[src/hw/fifo_pkg.sv]
// Shared constants and carrier types for the programmable-flag FIFO.
// Assumes one system clock; write and read clock edges arrive as
// one-cycle tick pulses synchronous to that clock.

package fifo_pkg;

  // ----------------------------------------------------------------
  // Sizes
  // ----------------------------------------------------------------
  localparam int DATA_W = 9;
  localparam int DEPTH_DEFAULT = 512;
  localparam int OFFSET_W = 8;
  localparam int OFFSET_COUNT = 4;
  localparam int SEL_W = 2;

  // ----------------------------------------------------------------
  // Offset register order and defaults
  // ----------------------------------------------------------------
  localparam logic [SEL_W-1:0] SEL_EMPTY_LOW = 2'h0;
  localparam logic [SEL_W-1:0] SEL_EMPTY_HIGH = 2'h1;
  localparam logic [SEL_W-1:0] SEL_FULL_LOW = 2'h2;
  localparam logic [SEL_W-1:0] SEL_FULL_HIGH = 2'h3;
  localparam logic [SEL_W-1:0] SEL_STEP = 2'h1;
  localparam logic [OFFSET_W-1:0] EMPTY_LOW_DEFAULT = 8'h07;
  localparam logic [OFFSET_W-1:0] EMPTY_HIGH_DEFAULT = 8'h00;
  localparam logic [OFFSET_W-1:0] FULL_LOW_DEFAULT = 8'h07;
  localparam logic [OFFSET_W-1:0] FULL_HIGH_DEFAULT = 8'h00;

  typedef logic [OFFSET_COUNT-1:0][OFFSET_W-1:0] offset_set_t;

  localparam offset_set_t OFFSET_DEFAULTS = {FULL_HIGH_DEFAULT,
    FULL_LOW_DEFAULT, EMPTY_HIGH_DEFAULT, EMPTY_LOW_DEFAULT};

  // ----------------------------------------------------------------
  // Carriers
  // ----------------------------------------------------------------
  typedef struct packed {
    logic tick;
    logic push_enable_a_n;
    logic push_enable_b_or_load_n;
    logic [DATA_W-1:0] write_bus;
  } push_port_t;

  typedef struct packed {
    logic tick;
    logic pop_enable_a_n;
    logic pop_enable_b_n;
  } pop_port_t;

  typedef struct packed {
    offset_set_t regs;
    logic [SEL_W-1:0] wr_sel;
    logic [SEL_W-1:0] rd_sel;
  } offset_state_t;

endpackage

[src/hw/dual_clock_fifo_prog_flags.sv]
// Top of the nine-bit FIFO with full, empty and programmable flags.
// Assumes write and read clock edges arrive as one-cycle ticks on clk,
// and all pins are synchronous to clk.

module dual_clock_fifo_prog_flags
  import fifo_pkg::*;
#(
  parameter int DEPTH = DEPTH_DEFAULT
) (
  input wire logic clk,
  input wire logic reset_n,
  input wire logic master_reset_n,
  input wire push_port_t push,
  input wire pop_port_t pop,
  output logic [DATA_W-1:0] read_bus,
  output logic full_flag_n,
  output logic almost_full_n,
  output logic empty_flag_n,
  output logic almost_empty_n
);

  // ----------------------------------------------------------------
  // Sizes and state
  // ----------------------------------------------------------------
  localparam int AW = $clog2(DEPTH);
  localparam int PW = AW + 1;
  localparam logic [PW-1:0] DEPTH_W = PW'(DEPTH);
  localparam logic [PW-1:0] PTR_FIRST = '0;

  typedef struct packed {
    logic [PW-1:0] wptr;
    logic [PW-1:0] rptr;
    logic [DATA_W-1:0] read_word;
    logic full_n;
    logic almost_full_n;
    logic empty_n;
    logic almost_empty_n;
    logic load_mode;
  } fifo_state_t;

  // Flag levels forced by a master reset
  localparam fifo_state_t STATE_RESET = '{wptr: PTR_FIRST,
    rptr: PTR_FIRST, read_word: '0, full_n: 1'b1, almost_full_n: 1'b1,
    empty_n: 1'b0, almost_empty_n: 1'b0, load_mode: 1'b0};

  fifo_state_t state_reg;
  fifo_state_t state_next;

  logic [1:0] rst_sync_reg;
  logic rst_n_sync;
  logic push_take;
  logic pop_take;
  logic load_write;
  logic load_read;
  logic [DATA_W-1:0] store_word;
  offset_set_t offsets;
  logic [OFFSET_W-1:0] offset_word;
  logic [PW-1:0] empty_level;
  logic [PW-1:0] full_level;
  logic [PW-1:0] fill_now;

  // ----------------------------------------------------------------
  // Helpers
  // ----------------------------------------------------------------
  // High register sits above the low one, cut to the address width
  function automatic logic [PW-1:0] threshold(
    input logic [OFFSET_W-1:0] high,
    input logic [OFFSET_W-1:0] low
  );
    threshold = PW'({high[AW-OFFSET_W-1:0], low});
  endfunction

  // Unread words; the extra pointer bit tells full from empty
  function automatic logic [PW-1:0] fill(
    input logic [PW-1:0] wp,
    input logic [PW-1:0] rp
  );
    fill = wp - rp;
  endfunction

  // ----------------------------------------------------------------
  // Reset release
  // ----------------------------------------------------------------
  // Async assert, release after two clocks
  always_ff @(posedge clk or negedge reset_n) begin
    if (!reset_n) begin
      rst_sync_reg <= 2'h0;
    end else begin
      rst_sync_reg <= {rst_sync_reg[0], 1'b1};
    end
  end

  assign rst_n_sync = rst_sync_reg[1];

  // ----------------------------------------------------------------
  // Accept decisions
  // ----------------------------------------------------------------
  // Writes: pin high is both the second enable and the load idle level
  assign push_take = master_reset_n && push.tick &&
    !push.push_enable_a_n && push.push_enable_b_or_load_n &&
    state_reg.full_n;

  // Offset loads only exist in load mode
  assign load_write = master_reset_n && push.tick && state_reg.load_mode &&
    !push.push_enable_b_or_load_n && !push.push_enable_a_n;

  // Reads: in load mode a low pin diverts the read to the offsets
  assign pop_take = master_reset_n && pop.tick &&
    !pop.pop_enable_a_n && !pop.pop_enable_b_n &&
    state_reg.empty_n &&
    (!state_reg.load_mode || push.push_enable_b_or_load_n);

  assign load_read = master_reset_n && pop.tick && state_reg.load_mode &&
    !push.push_enable_b_or_load_n &&
    !pop.pop_enable_a_n && !pop.pop_enable_b_n;

  assign empty_level = threshold(offsets[SEL_EMPTY_HIGH],
    offsets[SEL_EMPTY_LOW]);
  assign full_level = threshold(offsets[SEL_FULL_HIGH],
    offsets[SEL_FULL_LOW]);
  assign fill_now = fill(state_reg.wptr, state_reg.rptr);

  // ----------------------------------------------------------------
  // Storage and offsets
  // ----------------------------------------------------------------
  fifo_store #(
    .DEPTH(DEPTH),
    .AW(AW)
  ) store_inst (
    .clk(clk),
    .wr_en(push_take),
    .wr_addr(state_reg.wptr[AW-1:0]),
    .wr_data(push.write_bus),
    .rd_addr(state_reg.rptr[AW-1:0]),
    .rd_data(store_word)
  );

  offset_bank offset_inst (
    .clk(clk),
    .rst_n(rst_n_sync),
    .clear(!master_reset_n),
    .wr_en(load_write),
    .wr_data(push.write_bus[OFFSET_W-1:0]),
    .rd_en(load_read),
    .offsets(offsets),
    .rd_word(offset_word)
  );

  // ----------------------------------------------------------------
  // Next state
  // ----------------------------------------------------------------
  // Each side looks only at its own tick, so either may run alone
  always_comb begin
    logic [PW-1:0] wptr_n;
    logic [PW-1:0] rptr_n;
    logic [PW-1:0] wfill;
    logic [PW-1:0] rfill;
    wptr_n = state_reg.wptr + PW'(push_take);
    rptr_n = state_reg.rptr + PW'(pop_take);
    wfill = fill(wptr_n, state_reg.rptr);
    rfill = fill(state_reg.wptr, rptr_n);
    state_next = state_reg;
    state_next.wptr = wptr_n;
    state_next.rptr = rptr_n;
    // Write side flags: the old read pointer errs towards full, never over
    if (push.tick) begin
      state_next.full_n = (wfill != DEPTH_W);
      state_next.almost_full_n =
        (wfill < (DEPTH_W - full_level));
    end
    // Read side flags: the old write pointer errs towards empty
    if (pop.tick) begin
      state_next.empty_n = (rfill != PTR_FIRST);
      state_next.almost_empty_n =
        (rfill > empty_level);
    end
    // Output register moves only on an accepted read of either kind or a reset
    if (pop_take) begin
      state_next.read_word = store_word;
    end else if (load_read) begin
      state_next.read_word = DATA_W'(offset_word);
    end
    // Held reset: the pin level on the last low cycle sets the mode
    if (!master_reset_n) begin
      state_next = STATE_RESET;
      state_next.load_mode = !push.push_enable_b_or_load_n;
    end
  end

  // ----------------------------------------------------------------
  // State register
  // ----------------------------------------------------------------
  always_ff @(posedge clk or negedge rst_n_sync) begin
    if (!rst_n_sync) begin
      state_reg <= STATE_RESET;
    end else begin
      state_reg <= state_next;
    end
  end

  // Outputs straight from the state flops
  assign read_bus = state_reg.read_word;
  assign full_flag_n = state_reg.full_n;
  assign almost_full_n = state_reg.almost_full_n;
  assign empty_flag_n = state_reg.empty_n;
  assign almost_empty_n = state_reg.almost_empty_n;
endmodule

[src/hw/fifo_store.sv]
// Word storage for the FIFO: one write port, one combinational read.
// Assumes the caller gates writes; contents are undefined until written.

module fifo_store
  import fifo_pkg::*;
#(
  parameter int DEPTH = DEPTH_DEFAULT,
  parameter int AW = $clog2(DEPTH)
) (
  input wire logic clk,
  input wire logic wr_en,
  input wire logic [AW-1:0] wr_addr,
  input wire logic [DATA_W-1:0] wr_data,
  input wire logic [AW-1:0] rd_addr,
  output logic [DATA_W-1:0] rd_data
);

  // ----------------------------------------------------------------
  // Array
  // ----------------------------------------------------------------
  logic [DATA_W-1:0] mem [DEPTH];

  // No reset on the array: keeps it mappable onto block RAM
  always_ff @(posedge clk) begin
    if (wr_en) begin
      mem[wr_addr] <= wr_data;
    end
  end

  // Read is combinational so the top can register it once
  assign rd_data = mem[rd_addr];

endmodule

[src/hw/offset_bank.sv]
// Four 8-bit threshold offset registers with write and read selectors.
// Assumes the top gates strobes with load mode and the load pin.

module offset_bank
  import fifo_pkg::*;
(
  input wire logic clk,
  input wire logic rst_n,
  input wire logic clear,
  input wire logic wr_en,
  input wire logic [OFFSET_W-1:0] wr_data,
  input wire logic rd_en,
  output offset_set_t offsets,
  output logic [OFFSET_W-1:0] rd_word
);

  // ----------------------------------------------------------------
  // State
  // ----------------------------------------------------------------
  offset_state_t state_reg;
  offset_state_t state_next;

  // Next state: selected register loads, selectors step and wrap
  always_comb begin
    state_next = state_reg;
    for (int i = 0; i < OFFSET_COUNT; i++) begin
      if (wr_en && (state_reg.wr_sel == SEL_W'(i))) begin
        state_next.regs[i] = wr_data;
      end
    end
    if (wr_en) begin
      state_next.wr_sel = state_reg.wr_sel + SEL_STEP;
    end
    if (rd_en) begin
      state_next.rd_sel = state_reg.rd_sel + SEL_STEP;
    end
    if (clear) begin
      state_next.regs = OFFSET_DEFAULTS;
      state_next.wr_sel = SEL_EMPTY_LOW;
      state_next.rd_sel = SEL_EMPTY_LOW;
    end
  end

  // Register; selectors survive load going high again
  always_ff @(posedge clk or negedge rst_n) begin
    if (!rst_n) begin
      state_reg <= '{regs: OFFSET_DEFAULTS, wr_sel: SEL_EMPTY_LOW,
        rd_sel: SEL_EMPTY_LOW};
    end else begin
      state_reg <= state_next;
    end
  end

  assign offsets = state_reg.regs;
  assign rd_word = state_reg.regs[state_reg.rd_sel];
endmodule

[config.mk]
export PLATFORM = sky130hd
export DESIGN_NAME = dual_clock_fifo_prog_flags
export DESIGN_NICKNAME = d
export VERILOG_FILES = /design/src/hw/fifo_pkg.sv /design/src/hw/dual_clock_fifo_prog_flags.sv /design/src/hw/fifo_store.sv /design/src/hw/offset_bank.sv
export SDC_FILE = /design/constraint.sdc
export NUM_CORES = 2
export LEC_CHECK = 0
export BUFFER_PORTS_ARGS = -buffer_cell sky130_fd_sc_hd__buf_2
export CAP_MARGIN = 20
export CORE_AREA = 2 2 596 598
export CTS_BUF_LIST = sky130_fd_sc_hd__clkbuf_8
export CTS_CLUSTER_DIAMETER = 50
export DETAILED_ROUTE_END_ITERATION = 10
export DIE_AREA = 0 0 598 600
export PLACE_DENSITY = 0.67
export SKIP_LAST_GASP = 1
export SLEW_MARGIN = 10
export SYNTH_ARGS = -nofsm -noshare
export SYNTH_HDL_FRONTEND = slang
export SYNTH_MEMORY_MAX_BITS = 65536
export SYNTH_SLANG_ARGS = --single-unit
[constraint.sdc]
create_clock -name clk -period 4.3 [get_ports clk]
set_input_delay 0.215 -clock clk [delete_from_list [all_inputs] [get_ports clk]]
set_output_delay 0.215 -clock clk [all_outputs]
set_load 0.1 [all_outputs]
==> Word level (Yosys, flattened, before mapping) <==
Memory sizes are Yosys's and may differ from the RTL's.
Index checks and enable logic that the tools add are counted.
{ "totals": {"n_memories": 1, "out_inout_bits": 13, "mem_bits_rw": 4608, "regBits": 72} }
{ "memory_table": {"columns": ["name", "depth", "width", "read_ports", "rd_clocked_by_memory_dff", "wr", "line", "source"], "rows": [
  ["store_inst.mem", 512, 9, 1, 0, 1, "fifo_store.sv:21", "logic [DATA_W-1:0] mem [DEPTH];"]
]} }
{ "op_classes": {"n_addsub": 7, "magnitude_cmp": 3, "reduce_logical": 28, "n_mux": 16, "eq_ne": 13} }
{ "ops": {"columns": ["op", "n"], "rows": [
  ["$mux 8", 5],
  ["$mux 36", 1],
  ["$mux 34", 1],
  ["$add 10x1->10", 2],
  ["$logic_and 1x1->1", 20],
  ["$sub 10x10->10", 2],
  ["$mux 9", 2],
  ["$bmux 8 s2", 1],
  ["$ne 2x1->1 const B", 8],
  ["$gt 10x9->1", 1],
  ["$lt 10x10->1", 1],
  ["$ne 10x10->1 const B", 1],
  ["$reduce_bool 10->1", 1],
  ["$sub 10x9->10 const A", 1],
  ["$mux 2", 4],
  ["$logic_not 1->1", 5],
  ["$add 2x1->2 const B", 2],
  ["$eq 2x2->1 const B", 2],
  ["$lt 2x3->1 const B", 1],
  ["$ne 3x1->1 const B", 1],
  ["$eq 2x1->1 const B", 1],
  ["$logic_not 2->1", 1],
  ["$mux 1", 2],
  ["$logic_or 1x1->1", 1]
]} }

==> Logic depth before layout (Yosys ltp) <==
{ "logic_depth": {"word_depth": 10, "ltp_mapped": 21} }

==> Cells and area by module <==
From an unflattened synthesis, not the netlist that was laid out.
{ "unflattened": {"hier_cells": 9464, "area_unflattened_um2": 184819.8} }
{ "by_module_without_submodules": {"columns": ["module", "seq_area_each_um2", "instances", "area_per_inst_um2", "cells_per_inst"], "rows": [
  ["fifo_store", 138372.7, 1, 179434.6, 8879],
  ["dual_clock_fifo_prog_flags", 903.4, 1, 3205.6, 383],
  ["offset_bank", 908.4, 1, 2179.6, 202]
]} }

==> Least setup slack after synthesis <==
Ideal clock, no wire load.
{ "synth_timing": {"kind": "reg2reg", "start": "register state_reg, in the netlist empty_flag_n", "end": "register state_reg, in the netlist almost_empty_n", "synth_period_minus_slack_ps": 4096, "t_required_ps": 4169, "path_buffers": 1, "stages_incl_launch_ff": 19, "path_slack_ps": 204, "setup_ps": 131, "arrival_ps": 3965, "path_cell_list": "dfrtp_1 and3_1 clkbuf_1 ha_1 ha_1 xnor2_1 ha_1 nor2b_1 o21ai_0 a21boi_0 o21ai_0 nor3b_1 nor2_1 ha_1 nand2_1 a21oi_1 a211o_1 o21ai_0 a31oi_1"} }
{ "synth_via": {"elab_chain_len": 7} }
{ "synth_rtl": {"columns": ["item", "line", "source"], "rows": [
  ["start, declared", "dual_clock_fifo_prog_flags.sv:46", "fifo_state_t state_reg;"],
  ["start signal, assigned", "dual_clock_fifo_prog_flags.sv:197", "state_reg <= state_next;"],
  ["$logic_and 1x1->1", "dual_clock_fifo_prog_flags.sv:109", "!pop.pop_enable_a_n && !pop.pop_enable_b_n &&"],
  ["$logic_and 1x1->1", "dual_clock_fifo_prog_flags.sv:110", "state_reg.empty_n &&"],
  ["$add 10x1->10", "dual_clock_fifo_prog_flags.sv:159", "rptr_n = state_reg.rptr + PW'(pop_take);"],
  ["$sub 10x10->10", "dual_clock_fifo_prog_flags.sv:78", "fill = wp - rp;"],
  ["$gt 10x9->1", "dual_clock_fifo_prog_flags.sv:175", "(rfill > empty_level);"],
  ["$mux 2", "dual_clock_fifo_prog_flags.sv:172", "if (pop.tick) begin"],
  ["$mux 34", "dual_clock_fifo_prog_flags.sv:184", "if (!master_reset_n) begin"]
]} }
No other way between the ends. The select of a mux whose other input is x is not followed.
A chain may end at the register's enable or synchronous reset.

==> Worst setup path in the final report <==
{ "layout_timing": {"start": "register state_reg[14] (netlist name)", "end": "register state_reg, in the netlist read_bus[8]"} }
{ "layout_via": {"elab_chain_len": 3} }
{ "layout_rtl": {"columns": ["item", "line", "source"], "rows": [
  ["$mem_v2 512x9", null, null],
  ["$mux 9", "dual_clock_fifo_prog_flags.sv:178", "if (pop_take) begin"],
  ["$mux 34", "dual_clock_fifo_prog_flags.sv:184", null]
]} }
No other way between the ends.

==> impl_metrics.toml <==
[outcome]
status = "complete, no violations"

[pwr]
power.density_nw_per_um2 = 418
p_switching_w = 0.0186
clkPwrFrac = 0.400
leakagePower_nw = 64.3
power_frac_comb = 0.016
seq_power_share = 0.585
p_int_w = 0.0672
switching_share = 0.217
ir_worst_vdd_mv = 0.358

[clocking]
clkLatencyLatePin_ns = 1.30
cts.clk_slew.worst_paths_ns = 0.07
clockRootBuffer = "clkbuf_8"
h-tree-depth = 6
cts.sinks = 4680
cts_made_buffers = 722
cts.path.max_buffers = 4
cts_tree = "done"

[layout]
final_common_cell = "edfxtp_1"
largest_reg_flops = 4608
nets = 9499
area_growth_pct = 12.5
layout-drive-gt1-share = 0.283
final_cell_mix = "edfxtp_1, mux4_2, clkbuf_8, nor2_1, buf_4"
fillCellCount = 25285

[sta]
setup_viol = 0
fin_tns_setup_ns = 0
skew_ns = 0.104
rsz0062_at_grt = "false"
tightest_slew_ns = 1.30
max_freq_ghz = 0.236
slew_viol_final = 0
fin_crit_ns = 4.24
holdWs_ns = 0.0362
slew_headroom = 0.133
hold_violations = 0
setup_ws_ns = 0.0600
fin_crit_sh = 0.986

[setup_path]
cp_slowest_stage_delay_ns = 0.62
cp_max_fo = 76
cp_common_cell = "buf_4"
crit_family = "buffers and inverters"
cp.arrival_ns = 5.42
crit_type = "reg2reg"
cp_num_buf_inv = 5
slowest_stage = "a2111oi_0"
worstPathCellList = "buf_12 -> buf_4 -> buf_16 -> mux4_2 -> mux2i_1 -> nor2_1 -> a2111oi_0 -> buf_4 -> nor4_1 -> buf_4 -> a31oi_1 -> nor4b_1 -> nor3_1"
endpoint_kind = "register"
crit_path_start_kind = "register"
cp.required_ns = 5.48

[detailed_routing]
wl_per_cell_um = 34.9
wl_um = 510000
drt_pass1_iterations = 8
ant_nets = 0
drc_errors = 0
via_per_inst = 6.52
vias = 95320
detail_route.iter0.violations = 14671

[place]
hpwl_um = 315000
port_buffers = 30
gp_congestion = 0.915
dpl_worst_slack_ns = 0.0526

[run]
drv_cap = 0

[die]
die_h_um = 600
coreArea_um2 = 352000
core.rowCount = 218
die_w_um = 598
dieArea_um2 = 359000
initial_utilization = 0.518
io_pins = 31

[global_routing]
grt_max_degree = 205
antenna_found_initial = 32
overflow = 0
first_global_vias = 94453
grt_pass1_wl_um = 714000
grt_usage = 0.282

[synth]
netlist_area_um2 = 182000
seq_area_frac_synth = 0.769
synthCells = 8499
syn_avg_cell_area_um2 = 21.4
async_flop_share = 0.0154
yosys.cell_types.count = 80
synth_fp_nets = 8564
ys_ff_latch = 4680
synth_ff_type = "edfxtp_1"
yosysWarningCount = 0
synth_edf_count = 4608

[worst_hold_path]
hold_class = "in2reg"
[power by group through the flow]
stage	registers [W]	clock network (W)	logic, W
final	0.0502	0.0343	0.00134
after global routing	0.0501	0.0366	0.00141
after floorplan	0.0511	0	0.000336
after global placement	0.0511	0	0.00124
after detailed placement	0.0511	0	0.00131
after CTS	0.0502	0.0346	0.00133
[worst paths after layout]
| path | start | end | slack (ns) | cells past startpoint |
|---|---|---|---|---|
| setup / recovery | state_reg[14]$_DFF_PN0_ | read_bus[8]$_DFFE_PN0P_ | 0.06 | 13 |
| hold / removal | push[2] | store_inst.mem[148][2]$_DFFE_PP_ | 0.04 | 2 |
| setup reg to reg | state_reg[14]$_DFF_PN0_ | read_bus[8]$_DFFE_PN0P_ | 0.06 | 13 |
| hold reg to reg | rst_sync_reg[0]$_DFF_PN0_ | rst_sync_reg[1]$_DFF_PN0_ | 0.37 | 0 |
| max in group asynchronous | rst_sync_reg[1]$_DFF_PN0_ | state_reg[14]$_DFF_PN0_ | 2.98 | 0 |
| min in group asynchronous | reset_n | rst_sync_reg[1]$_DFF_PN0_ | 0.33 | 4 |
[worst reg2reg max path: cells and delay by family (launching register included)]
family	cells	cell delay [ns]
flops	1	0.42
compound gates	2	1.10
mux	2	0.79
buf+inv	5	1.33
simple gates	4	0.52
[repair_timing]
item                                     CTS  global route
endpoints found under the setup margin     0             5
resized for setup                          0             6
hold buffers                              28             0
endpoints found under the hold margin   4361             0
setup buffers                              0             0
[metal layers]
| layer | GRT usage | vias up | share of wire |
|---|---|---|---|
| met5 | 0 | - | 0.00029 |
| met4 | 0.105 | 24 | 0.040 |
| met3 | 0.0759 | 1021 | 0.12 |
| met2 | 0.428 | 6321 | 0.46 |
| met1 | 0.397 | 50403 | 0.38 |
| li1 | - | 37551 | - |
[synth_stat cells (8+ instances only)]
cell / n / area share
clkbuf_1: 223 / 0.0046
buf_6: 79 / 0.0049
a31oi_1: 26 / 0.00089
inv_1: 29 / 0.00060
a2111oi_0: 18 / 0.00086
nand4_1: 19 / 0.00065
o221ai_1: 13 / 0.00062
a221oi_1: 41 / 0.0020
buf_4: 72 / 0.0030
mux2i_1: 177 / 0.0097
a22oi_1: 141 / 0.0058
nand2_1: 283 / 0.0058
nor2b_1: 24 / 0.00082
nand3_1: 69 / 0.0019
edfxtp_1: 4608 / 0.76
a22o_1: 38 / 0.0018
buf_8: 8 / 0.00066
buf_2: 95 / 0.0026
dfrtp_1: 64 / 0.0088
nor3_1: 56 / 0.0015
buf_1: 28 / 0.00058
o21ai_0: 87 / 0.0024
and2_1: 23 / 0.00079
mux4_2: 1184 / 0.15
nor2_1: 613 / 0.013
dfstp_2: 8 / 0.0012
and3_1: 13 / 0.00045
ha_1: 45 / 0.0031
nor4_1: 17 / 0.00058
o21ai_1: 12 / 0.00033
nor3b_1: 8 / 0.00033
a21oi_1: 94 / 0.0026
a211oi_1: 34 / 0.0014
xnor2_1: 25 / 0.0012
o22ai_1: 85 / 0.0029
xor2_1: 12 / 0.00058
o211ai_1: 13 / 0.00054
[kinds of logic (layout without fill, tap and decap cells)]
group | Yosys count | in the layout | share of synthesized area
other | 1 | 12 | 0.0000206
AO/OA/AOI/OAI | 668 | 668 | 0.0254
AND/OR/NAND/NOR | 1161 | 1161 | 0.0270
multiplexers | 1363 | 1363 | 0.156
flip-flops | 4680 | 4680 | 0.769
adder cells (fa/ha/maj) | 47 | 47 | 0.00331
XOR/XNOR | 37 | 37 | 0.00178
buffers and inverters | 542 | 2042 | 0.0172
[cell type report]
class / instances / area (um2) / share of cell area
diodes: 11 / 27.5 / 0.000134
clock inverters: 554 / 2970 / 0.0145
clock buffers: 735 / 10100 / 0.0493
well taps: 4620 / 5780 / 0.0282
multi-input cells: 3277 / 39200 / 0.191
flip-flops and latches: 4680 / 140000 / 0.684
repair buffers: 719 / 6610 / 0.0322
inverters: 34 / 143 / 0.000696
[stage by stage]
stage          area (um2)  power [W]  cells   util
5_1_grt            205000     0.0881  14623  0.583
3_5_place_dp       192000     0.0524  13300  0.544
4_1_cts            205000     0.0861  14617  0.582
3_3_place_gp       192000     0.0524  13299  0.544
2_1_floorplan      182000     0.0515   8499      -
6_report           205000     0.0858  14630  0.583
(Power assumes the default switching activity.)
